**config.mk**
```make
export PLATFORM = sky130hd
export DESIGN_NAME = fp_operand_classify_nan_select
export DESIGN_NICKNAME = d
export VERILOG_FILES = /design/src/hdl/fp_class_pkg.sv /design/src/hdl/fp_class_if.sv /design/src/hdl/fp_operand_classify.sv /design/src/hdl/fp_operand_classify_nan_select.sv
export SDC_FILE = /design/constraint.sdc
export NUM_CORES = 1
export LEC_CHECK = 0
export BUFFER_PORTS_ARGS = -buffer_cell sky130_fd_sc_hd__buf_4
export CELL_PAD_IN_SITES_DETAIL_PLACEMENT = 1
export CELL_PAD_IN_SITES_GLOBAL_PLACEMENT = 2
export CORE_AREA = 2 2 176 178
export DETAILED_ROUTE_END_ITERATION = 7
export DIE_AREA = 0 0 178 180
export GPL_TIMING_DRIVEN = 0
export PLACE_DENSITY = 0.87
export SETUP_SLACK_MARGIN = 0.02
export SLEW_MARGIN = 20
export SYNTH_ARGS = -nofsm -noshare
export SYNTH_HDL_FRONTEND = slang
export SYNTH_SLANG_ARGS = --single-unit
```
**constraint.sdc**
```tcl
create_clock -name mclk -period 8.2 [get_ports mclk]
set_input_delay 1.64 -clock mclk [delete_from_list [all_inputs] [get_ports mclk]]
set_output_delay 1.64 -clock mclk [all_outputs]
set_load 0.03 [all_outputs]
```
**src/hdl/fp_class_pkg.sv**
```systemverilog
// Constants and types for the floating-point operand classifier and NaN selector
// How it works
// RL1: Two widths: 32-bit single, 64-bit double
// RL2: Exponent field 8 bits single, 11 double
// RL3: True exponent is stored minus 127/1023
// RL4: Implied unit bit one normal, zero denormal
// RL5: All-ones exponent special, all-zeros zero/denormal
// RL6: Normalized when exponent 1..254 or 1..2046
// RL7: Zero class; plus and minus zero compare equal
// RL8: Denormal: zero exponent, nonzero fraction, minimum exponent
// RL9: Infinity: maximum exponent 255/2047, zero fraction
// RL10: Infinity arithmetic exact, no exception unless invalid
// RL11: NaN signaling if top fraction bit zero
// RL12: NaN sign ignored for classification
// RL13: Signaling NaN operand raises exception indication
// RL14: Disabled invalid operation yields quiet NaN
// RL15: Convert-to-integer upper word is fff80000
// RL16: Status read undefined upper half gets quiet NaN
// RL17: Quiet NaNs pass silently except ordered compare, convert
// RL18: NaN result from first used A, B, C
// RL19: Generated NaN: sign zero, ones exponent, top bit
// RL20: Exactly one class per operand plus sign
package fp_class_pkg;
  // ==========================================================
  // Format layout
  localparam int DBL_WIDTH   = 64;          // Double format width
  localparam int SGL_WIDTH   = 32;          // Single format width
  localparam int DBL_EXP_W   = 11;          // Double exponent width
  localparam int SGL_EXP_W   = 8;           // Single exponent width
  localparam int DBL_FRAC_W  = 52;          // Double fraction width
  localparam int SGL_FRAC_W  = 23;          // Single fraction width
  localparam int DBL_EXP_LSB = 52;          // Double exponent position
  localparam int SGL_EXP_LSB = 23;          // Single exponent position
  localparam int TEXP_W      = 13;          // Signed true exponent width
  localparam logic [12:0] DBL_BIAS = 13'h03ff; // 1023
  localparam logic [12:0] SGL_BIAS = 13'h007f; // 127
  localparam logic [12:0] DBL_EMIN = 13'h1c02; // -1022
  localparam logic [12:0] SGL_EMIN = 13'h1f82; // -126
  localparam logic [10:0] DBL_EXP_MAX = 11'h7ff; // 2047
  localparam logic [7:0]  SGL_EXP_MAX = 8'hff;   // 255
  // ==========================================================
  // Fixed NaN patterns
  localparam logic [63:0] DEFAULT_QNAN   = 64'h7ff8000000000000; // Generated NaN
  localparam logic [31:0] CVT_UPPER_QNAN = 32'hfff80000;         // Convert upper word
  localparam logic [31:0] STATUS_UPPER_QNAN = 32'hfff80000;      // Status read upper word
  // ==========================================================
  // Operand classes, exactly one per operand
  typedef enum logic [2:0] {
    CLS_ZERO, CLS_DENORM, CLS_NORM, CLS_INF, CLS_SNAN, CLS_QNAN
  } fp_class_t;
  // Operation kinds the selector cares about
  typedef enum logic [2:0] {
    OP_ARITH, OP_CMP_ORDERED, OP_CMP_UNORDERED, OP_CVT_INT, OP_STATUS_READ
  } fp_op_kind_t;
endpackage : fp_class_pkg

```
**src/hdl/fp_class_if.sv**
```systemverilog
// Interface carrying one operand's classification between design modules
interface fp_class_if;
  import fp_class_pkg::*;
  logic [63:0]        operand;    // Raw double-format bits
  logic               single;     // Operand is single format
  fp_class_t          cls;        // Operand class
  logic               sign;       // Sign, zero for NaNs
  logic               is_nan;     // Any NaN
  logic [12:0]        true_exp;   // Unbiased exponent
  logic [52:0]        significand;// Unit bit and fraction
  modport classifier (input operand, input single,
                      output cls, output sign, output is_nan, output true_exp,
                      output significand);
  modport user (output operand, output single,
                input cls, input sign, input is_nan, input true_exp,
                input significand);
endinterface : fp_class_if

```
**src/hdl/fp_operand_classify.sv**
```systemverilog
// Combinational classifier for one single- or double-format operand
module fp_operand_classify
  import fp_class_pkg::*;
(
  fp_class_if.classifier port_c  // Operand in, class out
);
  logic        s;        // Sign bit
  logic [10:0] e;        // Biased exponent field
  logic [51:0] f;        // Fraction, left aligned
  logic        e_max;    // All ones
  logic        e_zero;   // All zeros
  // ==========================================================
  // Field extraction and class decode
  always_comb begin
    s = port_c.operand[DBL_WIDTH-1];
    if (port_c.single) begin                           // RL1
      e = {3'h0, port_c.operand[SGL_EXP_LSB +: SGL_EXP_W]}; // RL2
      f = {port_c.operand[SGL_FRAC_W-1:0], 29'h0};
      e_max = (e[7:0] == SGL_EXP_MAX);                  // RL9
    end else begin
      e = port_c.operand[DBL_EXP_LSB +: DBL_EXP_W];     // RL2
      f = port_c.operand[DBL_FRAC_W-1:0];
      e_max = (e == DBL_EXP_MAX);                       // RL9
    end
    e_zero = (e == 11'h000);                            // RL5
    if (e_max) begin                                    // RL5
      if (f == 52'h0) port_c.cls = CLS_INF;             // RL9
      else if (f[51]) port_c.cls = CLS_QNAN;            // RL11
      else port_c.cls = CLS_SNAN;                       // RL11
    end else if (e_zero) begin
      port_c.cls = (f == 52'h0) ? CLS_ZERO : CLS_DENORM; // RL7 RL8
    end else begin
      port_c.cls = CLS_NORM;                            // RL6
    end
    port_c.is_nan = e_max && (f != 52'h0);
    port_c.sign = s && !port_c.is_nan;                  // RL12
    port_c.significand = {!e_zero, f};                  // RL4
    if (e_zero)
      port_c.true_exp = port_c.single ? SGL_EMIN : DBL_EMIN; // RL8
    else
      port_c.true_exp = {2'h0, e} - (port_c.single ? SGL_BIAS : DBL_BIAS); // RL3
  end
endmodule : fp_operand_classify

```
**src/hdl/fp_operand_classify_nan_select.sv**
```systemverilog
// Top: registered classification of three operands and NaN result selection
module fp_operand_classify_nan_select
  import fp_class_pkg::*;
(
  input  wire logic        mclk,              // Core clock, 25 MHz
  input  wire logic        reset,             // Synchronous, active high
  input  wire logic        op_valid,          // Operation presented this cycle
  input  wire fp_op_kind_t op_kind,           // Kind of operation
  input  wire logic        op_single,         // Operands in single format
  input  wire logic [63:0] fp_operand_a,      // Operand A
  input  wire logic [63:0] fp_operand_b,      // Operand B
  input  wire logic [63:0] fp_operand_c,      // Operand C
  input  wire logic        use_a,             // Instruction uses A
  input  wire logic        use_b,             // Instruction uses B
  input  wire logic        use_c,             // Instruction uses C
  input  wire logic        invalid_op,        // Pipeline found an invalid case
  input  wire logic        invalid_op_enable, // Invalid-operation trap enable
  input  wire logic [31:0] low_word,          // Low word for convert or status read
  input  wire logic        upper_undefined,   // Status read upper half undefined
  output logic             res_valid,         // Results below are valid
  output fp_class_t        class_a,           // Class of A
  output fp_class_t        class_b,           // Class of B
  output fp_class_t        class_c,           // Class of C
  output logic             sign_a,            // Sign of A
  output logic             sign_b,            // Sign of B
  output logic             sign_c,            // Sign of C
  output logic [12:0]      exp_a,             // True exponent of A
  output logic [52:0]      sig_a,             // Significand of A
  output logic             cmp_zero_equal,    // A and B both zero
  output logic             snan_exc,          // Signaling NaN operand seen
  output logic             invalid_exc,       // Invalid-op exception raised
  output logic             invalid_trap,      // Invalid op with trap enabled
  output logic             nan_result,        // fp_destination is a forced NaN
  output logic [63:0]      fp_destination     // Result written to register file
);
  // ==========================================================
  // Operand layout and timing
  // A single operand keeps its sign in bit 63 and exponent and fraction
  // in bits 30:0, so one classifier serves both formats; bits 62:31 are
  // ignored, which is a packing the pipeline must honour.
  // Operands are taken on a rising edge with op_valid high and every
  // output moves on that same edge: flags pulse once per operation while
  // classes and result hold until the next one.
  // NaN choice is made for arithmetic only; unused operands need their
  // use bits low or a stale NaN there would win the priority.

  // ==========================================================
  // Classifiers
  fp_class_if ca ();
  fp_class_if cb ();
  fp_class_if cc ();
  assign ca.operand = fp_operand_a;
  assign cb.operand = fp_operand_b;
  assign cc.operand = fp_operand_c;
  assign ca.single  = op_single;
  assign cb.single  = op_single;
  assign cc.single  = op_single;
  fp_operand_classify u_cls_a (.port_c(ca.classifier));  // RL20
  fp_operand_classify u_cls_b (.port_c(cb.classifier));  // RL20
  fp_operand_classify u_cls_c (.port_c(cc.classifier));  // RL20

  // ==========================================================
  // Registered state
  typedef struct packed {
    logic        valid;
    fp_class_t   ca, cb, cc;
    logic        sa, sb, sc;
    logic [12:0] ea;
    logic [52:0] ga;
    logic        zeq;
    logic        snan;
    logic        inv;
    logic        trap;
    logic        nan;
    logic [63:0] dest;
  } state_t;
  state_t st;       // Current
  state_t next_st;  // Next

  // Widen a single-format NaN to double, keeping payload
  function automatic logic [63:0] to_double_nan(input logic [63:0] v, input logic sgl);
    if (sgl)
      to_double_nan = {v[DBL_WIDTH-1], DBL_EXP_MAX, v[22:0], 29'h0};
    else
      to_double_nan = v;
  endfunction : to_double_nan

  logic        a_nan, b_nan, c_nan;  // Used NaN operands
  logic        any_snan;             // Used signaling NaN
  logic        any_qnan;             // Used quiet NaN
  logic        q_trips;              // Quiet NaN trips on this kind
  logic        inv_all;              // Total invalid condition

  // ==========================================================
  // Next-state: classes, exceptions and NaN choice
  always_comb begin
    next_st = st;
    a_nan = use_a && ca.is_nan;
    b_nan = use_b && cb.is_nan;
    c_nan = use_c && cc.is_nan;
    any_snan = (use_a && ca.cls == CLS_SNAN) || (use_b && cb.cls == CLS_SNAN)
             || (use_c && cc.cls == CLS_SNAN);
    any_qnan = (a_nan || b_nan || c_nan) && !any_snan;
    // Quiet NaNs are silent except in ordered compare and convert
    q_trips = (op_kind == OP_CMP_ORDERED) || (op_kind == OP_CVT_INT); // RL17
    // Infinities alone never raise here; only pipeline-flagged cases do
    inv_all = invalid_op || any_snan || (any_qnan && q_trips);        // RL10
    next_st.valid = op_valid;
    if (op_valid) begin
      next_st.ca = ca.cls;
      next_st.cb = cb.cls;
      next_st.cc = cc.cls;
      next_st.sa = ca.sign;
      next_st.sb = cb.sign;
      next_st.sc = cc.sign;
      next_st.ea = ca.true_exp;
      next_st.ga = ca.significand;
      next_st.zeq = (ca.cls == CLS_ZERO) && (cb.cls == CLS_ZERO); // RL7
      next_st.snan = any_snan && op_kind != OP_STATUS_READ;       // RL13
      next_st.inv = inv_all && op_kind != OP_STATUS_READ;
      next_st.trap = next_st.inv && invalid_op_enable;
      next_st.nan = 1'b0;
      next_st.dest = 64'h0;
      if (op_kind == OP_CVT_INT) begin
        next_st.dest = {CVT_UPPER_QNAN, low_word};                // RL15
      end else if (op_kind == OP_STATUS_READ) begin
        next_st.dest = {upper_undefined ? STATUS_UPPER_QNAN : 32'h0, low_word}; // RL16
      end else if (op_kind == OP_ARITH) begin
        if (a_nan) begin                                          // RL18
          next_st.dest = to_double_nan(fp_operand_a, op_single) | 64'h0008000000000000;
          next_st.nan = 1'b1;
        end else if (b_nan) begin                                 // RL18
          next_st.dest = to_double_nan(fp_operand_b, op_single) | 64'h0008000000000000;
          next_st.nan = 1'b1;
        end else if (c_nan) begin                                 // RL18
          next_st.dest = to_double_nan(fp_operand_c, op_single) | 64'h0008000000000000;
          next_st.nan = 1'b1;
        end else if (invalid_op && !invalid_op_enable) begin      // RL14
          next_st.dest = DEFAULT_QNAN;                            // RL19
          next_st.nan = 1'b1;
        end
      end
    end else begin
      next_st.snan = 1'b0;
      next_st.inv = 1'b0;
      next_st.trap = 1'b0;
      next_st.nan = 1'b0;
    end
  end

  // ==========================================================
  // State register
  always_ff @(posedge mclk) begin
    if (reset) begin
      st <= '{valid: 1'b0, ca: CLS_ZERO, cb: CLS_ZERO, cc: CLS_ZERO,
              sa: 1'b0, sb: 1'b0, sc: 1'b0, ea: 13'h0, ga: 53'h0, zeq: 1'b0,
              snan: 1'b0, inv: 1'b0, trap: 1'b0, nan: 1'b0, dest: 64'h0};
    end else begin
      st <= next_st;
    end
  end

  assign res_valid      = st.valid;
  assign class_a        = st.ca;
  assign class_b        = st.cb;
  assign class_c        = st.cc;
  assign sign_a         = st.sa;
  assign sign_b         = st.sb;
  assign sign_c         = st.sc;
  assign exp_a          = st.ea;
  assign sig_a          = st.ga;
  assign cmp_zero_equal = st.zeq;
  assign snan_exc       = st.snan;
  assign invalid_exc    = st.inv;
  assign invalid_trap   = st.trap;
  assign nan_result     = st.nan;
  assign fp_destination = st.dest;
endmodule : fp_operand_classify_nan_select

```
==> results of run 1 <==
worst min path at each step:
stage               slack, ps                         endpoint                       startpoint  depth (start not counted)
global placement          440          class_a[1]$_SDFFE_PP0P_          class_a[1]$_SDFFE_PP0P_                          2
floorplan                 580  fp_destination[32]$_SDFFE_PP0P_  fp_destination[32]$_SDFFE_PP0P_                          2
detailed placement        440           sig_a[52]$_SDFFE_PP0P_           sig_a[52]$_SDFFE_PP0P_                          1
CTS                       470           sig_a[52]$_SDFFE_PP0P_           sig_a[52]$_SDFFE_PP0P_                          1
global route              500  fp_destination[56]$_SDFFE_PP0P_  fp_destination[56]$_SDFFE_PP0P_                          2
finish                    460           sig_a[52]$_SDFFE_PP0P_           sig_a[52]$_SDFFE_PP0P_                          1
registers in the layout, indices dropped and copies added, names as in the netlist:
register,count
sign_a,1
nan_result,1
class_a,3
res_valid,1
fp_destination,64
invalid_trap,1
sig_a,53
sign_c,1
class_c,3
exp_a,13
snan_exc,1
invalid_exc,1
class_b,3
sign_b,1
cmp_zero_equal,1
report_power, final:
group | internal [mW] | switching, mW
combinational | 0.177 | 0.266
clock | 0.476 | 0.403
sequential | 0.747 | 0.0165
synthesized netlist by cell type (all sizes together), types with 19 or more instances:
library cell / number
dfxtp: 148
nor2: 137
nand2: 88
a211oi: 71
clkbuf: 56
a21oi: 54
mux2: 38
mux2i: 35
nor3: 35
nor4: 32
a22oi: 31
o21ai: 30
a22o: 28
and3: 26
buf: 25
nand3: 19
cell type report:
cell class,instances,area share (%)
flip-flops and latches,148,24.1
plain buffers,81,2.74
clock buffers,18,3.57
multi-input cells,779,40.3
diodes,1,0.0204
repair buffers,383,23.4
clock inverters,14,1.51
inverters,10,0.305
well taps,396,4.03
critical path, cell delays in order:
cell and delay, ps:
buf_4 120, buf_2 250, inv_2 150, clkbuf_1 500, nand4_1 310, o31ai_1 650
nand2_1 260, nor2_1 430, clkbuf_1 550, a21oi_1 180, a22o_1 210
metal layers:
layer  vias up  global-route usage [%]  routed length [µm]
met5         -                       0                   0
met4         0                    12.5                1980
met3       105                    7.17                4390
met2       546                    51.6               23800
met1      5136                    38.3               20900
li1       4667                       -                   -
cell families (layout without fill, tap and decap cells):
family / count (synthesis) / count (layout) / share of synthesized area [%]
simple gates: 393 / 393 / 22.7
xor+xnor: 7 / 7 / 0.739
compound gates: 304 / 304 / 26.6
fa+ha+maj: 2 / 2 / 0.302
buf+inv: 91 / 506 / 4.51
mux: 73 / 73 / 9.38
flops: 148 / 148 / 35.7
other cells: 0 / 1 / 0
==> flow_summary.toml, run 1 <==
[global_route]
first_global_vias = 10700
globalRouteOverflowTotal = 0
grt_first_pass_wirelength_um = 72500
largest_net_degree_at_the_start_of_global_routing = 17
grt_antenna_before_repair = 1
grt_util_all_layers_pct = 31.0

[route]
routed_wire_length_per_instance_um = 27.9
post_drt_via_cell_ratio = 5.71
drtIter0Drc = 988
total_vias_in_the_final_route = 10500
postRouteWirelength_um = 51000
drtAntennaViolNets = 0
detailed_routing_iterations_pass_1 = 5
route.detailed.drc = 0

[yosys]
synth.yosys.seq_area_share_pct = 35.7
synthesis.yosys.warnings = 0
syn-num-nets = 1257
synth_async_sr_flop_share_pct = 0
synth_edf_count = 0
synth_seq_cells = 148
post_synth_num_cell_types = 67
synth_top_area_share_pct = 35.7
netlist_instances = 1018
avgSynthCellArea_um2 = 8.15
leading_area_contributor_after_synthesis = "dfxtp_1"
synth_area_leaders = "dfxtp_1 (36%), a211oi_1 (6.3%), nor2_1 (6.2%), mux2_2 (5.2%), mux2i_1 (4.2%)"
synth_flop_cell = "dfxtp_1"
post_syn_area_um2 = 8300

[sta]
finalSetupViolations = 0
holdWs_ps = 459
fmax_mhz = 203
tcrit_tclk_final_pct = 60.1
maxSlewHeadroom_pct = 34.1
worst_pin_slew_ps = 981
worst_slack_ps = 3270
rsz0062_at_grt = "no"
final.min_clock_period_ps = 4930
timing_max_transition_violations_final = 0
skew_ps = 0
setup-tns-final_ps = 0
finalHoldViolations = 0

[floorplanning]
placement_rows = 64
die-area_um2 = 32000
dieWidth_um = 178
pin_count = 385
initial_utilization_pct = 27.5
die-height_um = 180
core_region_area_um2 = 30200

[power]
peakVddDrop_uv = 111
p_leak_nw = 5.34
report.power.total_mw = 2.08
powerDensity_nw_per_um2 = 170

[place]
hpwl_um = 41200
pre_cts_ws_ps = 2880
place_inst = 1797
globalplace.congestion = 0.921
dpl_cell_area_um2 = 11700
io_buffer_count = 383

[finish]
finalNonFillerCells = 1830
fill_cells = 3646
layout.area.seq_um2 = 2960
post-route-cell-area_um2 = 12300
multiInputGateArea_um2 = 4960
layout.cells.most_common = "buf_4"
layout.core_utilization_pct = 40.7
final_cell_mix = "buf_4 (384), dfxtp_1 (148), nor2_1 (137), nand2_1 (88), a211oi_1 (70)"
layout-drive-gt1-share_pct = 33.4
area_growth_syn_to_fin_pct = 48.2
nets = 1659

[clock_tree]
clock_latency_ps = 440
cts.path.max_buffers = 2
root_buffer = "clkbuf_16"
cts.hold.buffers_added = 0
post-cts-setup-buffers = 0
cts_sinks = 148
postCtsResizedCells = 0
h-tree-depth = 4
cts_made_buffers = 17
tritoncts = "done"
clk_pin_slew_ps = 70

[critical_path]
criticalPathCategory = "in2reg"
rr_startpoint = "fp_destination[10]$_SDFFE_PP0P_"
critPathCaptureType = "flop"
critical_path.reg2reg.endpoint = "fp_destination[10]$_SDFFE_PP0P_"
arrival_ps = 5260
rr_worst_depth = 4
cp.required_ps = 8530
critical_path_peak_fanout = 10
critPathLaunchType = "primary input"
worst_reg2reg_setup_slack_ps = 7080
worstSetupStartpoint = "op_single"
worst_setup_path_endpoint = "fp_destination[43]$_SDFFE_PP0P_"

[hold_path]
hold_path.class = "reg2reg"

[job]
drv_cap = 0

[status]
run_status = "completed"
Power figures use the tool's default switching activity.
==> inputs of run 2 (changes only) <==
--- a/config.mk
+++ b/config.mk
@@ -8,11 +8,11 @@
 export BUFFER_PORTS_ARGS = -buffer_cell sky130_fd_sc_hd__buf_4
 export CELL_PAD_IN_SITES_DETAIL_PLACEMENT = 1
 export CELL_PAD_IN_SITES_GLOBAL_PLACEMENT = 2
-export CORE_AREA = 2 2 176 178
+export CORE_AREA = 2 2 193 195
 export DETAILED_ROUTE_END_ITERATION = 7
-export DIE_AREA = 0 0 178 180
+export DIE_AREA = 0 0 195 197
 export GPL_TIMING_DRIVEN = 0
-export PLACE_DENSITY = 0.87
+export PLACE_DENSITY = 0.77
 export SETUP_SLACK_MARGIN = 0.02
 export SLEW_MARGIN = 20
 export SYNTH_ARGS = -nofsm -noshare
==> constraint.sdc (replaced) <==
create_clock -name mclk -period 4.16 [get_ports mclk]
set_input_delay 0.832 -clock mclk [delete_from_list [all_inputs] [get_ports mclk]]
set_output_delay 0.832 -clock mclk [all_outputs]
set_load 0.03 [all_outputs]
==> run 2 against run 1 <==
  * Critical path depth stayed put
  * Sequential share of layout area fell by 0.18 points
  * Cell count increased by 3.9%
  * Design area is 0.77% higher
  * Total power grew 96%
  * Count of clock-buffer cells in the layout down 1
  * Register-to-register slack worse by 4100 ps
  * Via count down 0.60%
  * Combinational power increased by 98%
  * Worst hold slack better by 3.5 ps
  * First-iteration DRC count down 30%
  * Sequential power increased by 97%
  * Critical path type unchanged
==> flow_summary.toml, run 2 (same netlist as run 1, synthesis figures left out) <==
[status]
run_status = "completed"

[clock_tree]
post-cts-setup-buffers = 0
cts_sinks = 148
tritoncts = "done"
root_buffer = "clkbuf_16"
cts.path.max_buffers = 2
h-tree-depth = 4
clk_pin_slew_ps = 70
clock_latency_ps = 460
cts_made_buffers = 17

[hold_path]
hold_path.class = "reg2reg"

[sta]
timing_max_transition_violations_final = 0
maxSlewHeadroom_pct = 37.9
finalHoldViolations = 0
final.min_clock_period_ps = 4000
worst_pin_slew_ps = 931
worst_slack_ps = 155
finalSetupViolations = 0
tcrit_tclk_final_pct = 96.3
fmax_mhz = 250
rsz0062_at_grt = "no"
skew_ps = 0

[finish]
fill_cells = 4425
largest_reg_flops = 64
final_cell_mix = "buf_4 (384), dfxtp_1 (148), nor2_1 (137), nand2_1 (88), a211oi_1 (70)"
finalNonFillerCells = 1902
nets = 1658
layout-drive-gt1-share_pct = 33.7
layout.area.seq_um2 = 2960
post-route-cell-area_um2 = 12400
layout.core_utilization_pct = 34.2
layout.cells.most_common = "buf_4"
area_growth_syn_to_fin_pct = 49.3
multiInputGateArea_um2 = 4970

[critical_path]
cp.required_ps = 4540
critPathLaunchType = "primary input"
critical_path_peak_fanout = 10
arrival_ps = 4380
criticalPathCategory = "in2reg"
critPathCaptureType = "flop"

[global_route]
grt_antenna_before_repair = 3
first_global_vias = 10800
globalRouteOverflowTotal = 0
grt_first_pass_wirelength_um = 75700
grt_util_all_layers_pct = 27.5
largest_net_degree_at_the_start_of_global_routing = 17

[route]
detailed_routing_iterations_pass_1 = 5
route.detailed.drc = 0
postRouteWirelength_um = 53700
routed_wire_length_per_instance_um = 28.2
total_vias_in_the_final_route = 10400
post_drt_via_cell_ratio = 5.46
drtIter0Drc = 694
drtAntennaViolNets = 0

[power]
peakVddDrop_uv = 291
powerDensity_nw_per_um2 = 329
p_leak_nw = 5.33

[floorplanning]
dieWidth_um = 195
pin_count = 385
core_region_area_um2 = 36300
initial_utilization_pct = 22.9
die-height_um = 197
die-area_um2 = 38400
placement_rows = 70

[place]
pre_cts_ws_ps = -526
place_inst = 1869
globalplace.congestion = 0.921
io_buffer_count = 383
dpl_cell_area_um2 = 11800
hpwl_um = 44200

[job]
drv_cap = 0
## run 2: cell count changes in the layout (fill, tap and decap cells not counted), sizes merged
| cell | previous run | this run |
|---|---|---|
| clkbuf | 74 | 72 |
| clkinv | 3 | 4 |
| clkinvlp | 0 | 1 |
| diode | 1 | 2 |
| inv | 19 | 18 |
## run 2: power by group
| group | switching (mW) | internal [mW] | leakage (nW) |
|---|---|---|---|
| clock | 0.780 | 0.915 | 0.301 |
| combinational | 0.531 | 0.348 | 3.82 |
| sequential | 0.0326 | 1.47 | 1.21 |
## run 2: per-layer routing
metal / routed length (µm) / track usage, % / vias to the layer above / share of wire, %
li1: - / - / 4671 / -
met1: 22100 / 33.2 / 5160 / 41
met2: 24900 / 45.3 / 460 / 46
met3: 4580 / 8.33 / 96 / 8.5
met4: 2080 / 11.8 / 4 / 3.9
met5: 18 / 0 / - / 0.034
## run 2: path summary, 6_finish.rpt
kind | from | endpoint | slack [ps] | cells after the start
worst max register to register | fp_destination[10]$_SDFFE_PP0P_ | fp_destination[10]$_SDFFE_PP0P_ | 2970 | 4
worst min register to register | sig_a[52]$_SDFFE_PP0P_ | sig_a[52]$_SDFFE_PP0P_ | 460 | 1
worst max-delay path | op_single | invalid_trap$_SDFF_PP0_ | 160 | 11
worst min-delay path | sig_a[52]$_SDFFE_PP0P_ | sig_a[52]$_SDFFE_PP0P_ | 460 | 1
## run 2: what timing repair did
item / CTS / global route
hold buffers: 0 / 0
setup endpoints to repair: 8 / 13
gates resized for setup: 1 / 2
## run 2: worst max-delay path, cell delays in order
cell	delay [ps]
buf_4	100
clkbuf_1	420
buf_2	450
buf_2	470
buf_2	380
buf_2	470
mux2i_1	620
nand2_1	110
o22ai_1	260
nor3_1	110
a21oi_1	150
## run 2: cell type report
class | count | area share (%)
clock buffers | 17 | 3.43
repair buffers | 383 | 23.2
multi-input cells | 779 | 40.1
clock inverters | 15 | 1.55
well taps | 468 | 4.73
flip-flops and latches | 148 | 23.9
plain buffers | 80 | 2.69
diodes | 2 | 0.0404
inverters | 10 | 0.303
## run 2: metrics by stage
step                      TNS (ps)  hold WS [ps]  total power, mW
final                            0           463             4.08
after global routing             0           493             4.22
after CTS                        0           469             4.11
after detailed placement    -17380           449             2.41
after global placement      -14490           441             2.40
after floorplan                  0           577             1.91
==> inputs of run 3 (changes only) <==
--- a/config.mk
+++ b/config.mk
@@ -5,16 +5,18 @@
 export SDC_FILE = /design/constraint.sdc
 export NUM_CORES = 1
 export LEC_CHECK = 0
+export ABC_AREA = 1
 export BUFFER_PORTS_ARGS = -buffer_cell sky130_fd_sc_hd__buf_4
 export CELL_PAD_IN_SITES_DETAIL_PLACEMENT = 1
 export CELL_PAD_IN_SITES_GLOBAL_PLACEMENT = 2
-export CORE_AREA = 2 2 193 195
+export CORE_AREA = 2 2 217 219
 export DETAILED_ROUTE_END_ITERATION = 7
-export DIE_AREA = 0 0 195 197
+export DIE_AREA = 0 0 219 221
+export GPL_ROUTABILITY_DRIVEN = 0
 export GPL_TIMING_DRIVEN = 0
-export PLACE_DENSITY = 0.77
+export PLACE_DENSITY = 0.78
 export SETUP_SLACK_MARGIN = 0.02
-export SLEW_MARGIN = 20
+export SLEW_MARGIN = 10
 export SYNTH_ARGS = -nofsm -noshare
 export SYNTH_HDL_FRONTEND = slang
 export SYNTH_SLANG_ARGS = --single-unit
==> run 3 against run 2 <==
  * Critical endpoint is now cmp_zero_equal$_SDFFE_PP0P_
  * Design area increased by 15%
  * Worst setup slack improved by 850 ps
  * Combinational power increased by 12%
  * Die area increased by 26%
  * Routed wire length increased by 14%
  * Sequential cell count unchanged
  * Clock skew unchanged
  * Global-route usage decreased by 2.5 points
  * Clock power decreased by 5%
  * Total power increased by 0.93%
==> flow_summary.toml, run 3 <==
[critical_path]
critPathCaptureType = "flop"
arrival_ps = 3530
cp_slowest_cell = "o21ai_0"
criticalPathCategory = "in2reg"
critical_path.max_stage_delay_ps = 700
critical_path_peak_fanout = 10
cp_common_cell = "buf_6"
cp.required_ps = 4540
dominant_delay_contributor_by_cell_family_on_the_critical_path = "buffers and inverters"
cp_num_buf_inv = 6
crit_chain = "buf_6, inv_4, buf_6, buf_6, buf_6, nand4_1, o21ai_1, clkbuf_1, nand2_1, o21ai_0, nand2_1, o21ai_0"
critPathLaunchType = "primary input"

[yosys]
synth_seq_cells = 148
synth_common_cells = "nand2_1 (600), inv_1 (161), nor2_1 (159)"
syn-num-nets = 1948
post_syn_area_um2 = 10000
netlist_instances = 1709
synth_edf_count = 0
post-synth-top-count-cell = "nand2_1"
synth_flop_cell = "dfxtp_1"
post_synth_num_cell_types = 45
synth_area_leaders = "dfxtp_1 (30%), nand2_1 (23%), o21ai_0 (6.3%), inv_1 (6.0%), nor2_1 (6.0%)"
synth.yosys.seq_area_share_pct = 29.6
synth_async_sr_flop_share_pct = 0
synth_top_area_share_pct = 29.6
leading_area_contributor_after_synthesis = "dfxtp_1"
synthesis.yosys.warnings = 0
avgSynthCellArea_um2 = 5.85

[global_route]
first_global_vias = 13600
globalRouteOverflowTotal = 0
grt_antenna_before_repair = 9
grt_util_all_layers_pct = 25.0
grt_first_pass_wirelength_um = 88400
largest_net_degree_at_the_start_of_global_routing = 17

[sta]
rsz0062_at_grt = "no"
timing_max_transition_violations_final = 0
worst_slack_ps = 1000
skew_ps = 0
finalSetupViolations = 0
maxSlewHeadroom_pct = 26.0
tcrit_tclk_final_pct = 75.9
setup-tns-final_ps = 0
worst_pin_slew_ps = 1110
final.min_clock_period_ps = 3160
fmax_mhz = 317
finalHoldViolations = 0

[floorplanning]
dieWidth_um = 219
die-height_um = 221
core_region_area_um2 = 46100
pin_count = 385
placement_rows = 79
initial_utilization_pct = 21.7
die-area_um2 = 48400

[finish]
final_cell_mix = "nand2_1 (600), buf_4 (390), inv_1 (161), nor2_1 (159), dfxtp_1 (148)"
layout-drive-gt1-share_pct = 23.0
multiInputGateArea_um2 = 5750
layout.area.seq_um2 = 2960
largest_reg_flops = 64
fill_cells = 6079
layout.cells.most_common = "nand2_1"
nets = 2346
area_growth_syn_to_fin_pct = 42.2
finalNonFillerCells = 2733

[clock_tree]
cts_sinks = 148
clk_pin_slew_ps = 70
cts.path.max_buffers = 2
cts_made_buffers = 17
postCtsResizedCells = 0
clock_latency_ps = 450
tritoncts = "done"
root_buffer = "clkbuf_16"
h-tree-depth = 4
post-cts-setup-buffers = 0
cts.hold.buffers_added = 0

[route]
routed_wire_length_per_instance_um = 22.5
post_drt_via_cell_ratio = 4.70
postRouteWirelength_um = 61400
total_vias_in_the_final_route = 12800
route.detailed.drc = 0
drtAntennaViolNets = 0
drtIter0Drc = 785
detailed_routing_iterations_pass_1 = 5

[place]
place_inst = 2695
io_buffer_count = 379
hpwl_um = 52000
pre_cts_ws_ps = 522

[job]
drv_cap = 0

[power]
p_leak_nw = 7.13
report.power.total_mw = 4.12
peakVddDrop_uv = 207
powerDensity_nw_per_um2 = 289

[hold_path]
hold_path.class = "reg2reg"

[status]
run_status = "completed"
-- run 3: worst paths after layout --
path              cells past startpoint                         endpoint  slack (ps)                            start
hold reg to reg                       2  fp_destination[34]$_SDFFE_PP0P_         460  fp_destination[34]$_SDFFE_PP0P_
hold / removal                        2  fp_destination[34]$_SDFFE_PP0P_         460  fp_destination[34]$_SDFFE_PP0P_
setup reg to reg                      2   fp_destination[8]$_SDFFE_PP0P_        3440   fp_destination[8]$_SDFFE_PP0P_
setup / recovery                     12      cmp_zero_equal$_SDFFE_PP0P_        1000                        op_single
-- run 3: where the power goes --
part / internal, mW / switching [mW] / total (mW)
clock network: 0.923 / 0.694 / 1.62
logic: 0.357 / 0.625 / 0.982
registers: 1.48 / 0.0406 / 1.52
total: 2.76 / 1.36 / 4.12
-- run 3: routing by layer --
metal / wire [µm] / track usage [%]
met5: 59 / 0
met4: 1550 / 7.80
met3: 4240 / 6.20
met2: 28400 / 41.6
met1: 27100 / 31.6
-- run 3: worst min-delay path, cell delays in order, from the launching register on --
cell,delay [ps]
dfxtp_1,310
nand2_1,60
o21ai_1,50
-- run 3: logic make-up (layout without fill, tap and decap cells) --
group | Yosys count | in the layout | share of synthesized area [%]
simple gates | 951 | 951 | 39.7
buf+inv | 291 | 702 | 12.9
flops | 148 | 148 | 29.6
other cells | 0 | 6 | 0
fa+ha+maj | 2 | 2 | 0.250
xor+xnor | 2 | 2 | 0.175
compound gates | 315 | 315 | 17.4
-- run 3: cell type report --
class                      count  share of cell area (%)
timing repair buffer         379                    20.0
inverter                     178                    4.71
sequential                   148                    20.8
clock buffer                  19                    3.18
tap                          607                    5.34
antenna                        6                   0.106
buffer                       113                    4.35
multi-input combinational   1270                    40.4
clock inverter                13                    1.05
-- run 3: metrics by stage --
step / area, µm² / hold slack, ps / utilization [%]
global route: 14200 / 488 / 30.9
global placement: 13600 / 442 / 29.5
floorplan: 10000 / 581 / -
finish: 14200 / 464 / 30.9
CTS: 14200 / 470 / 30.8
detailed placement: 13600 / 453 / 29.5
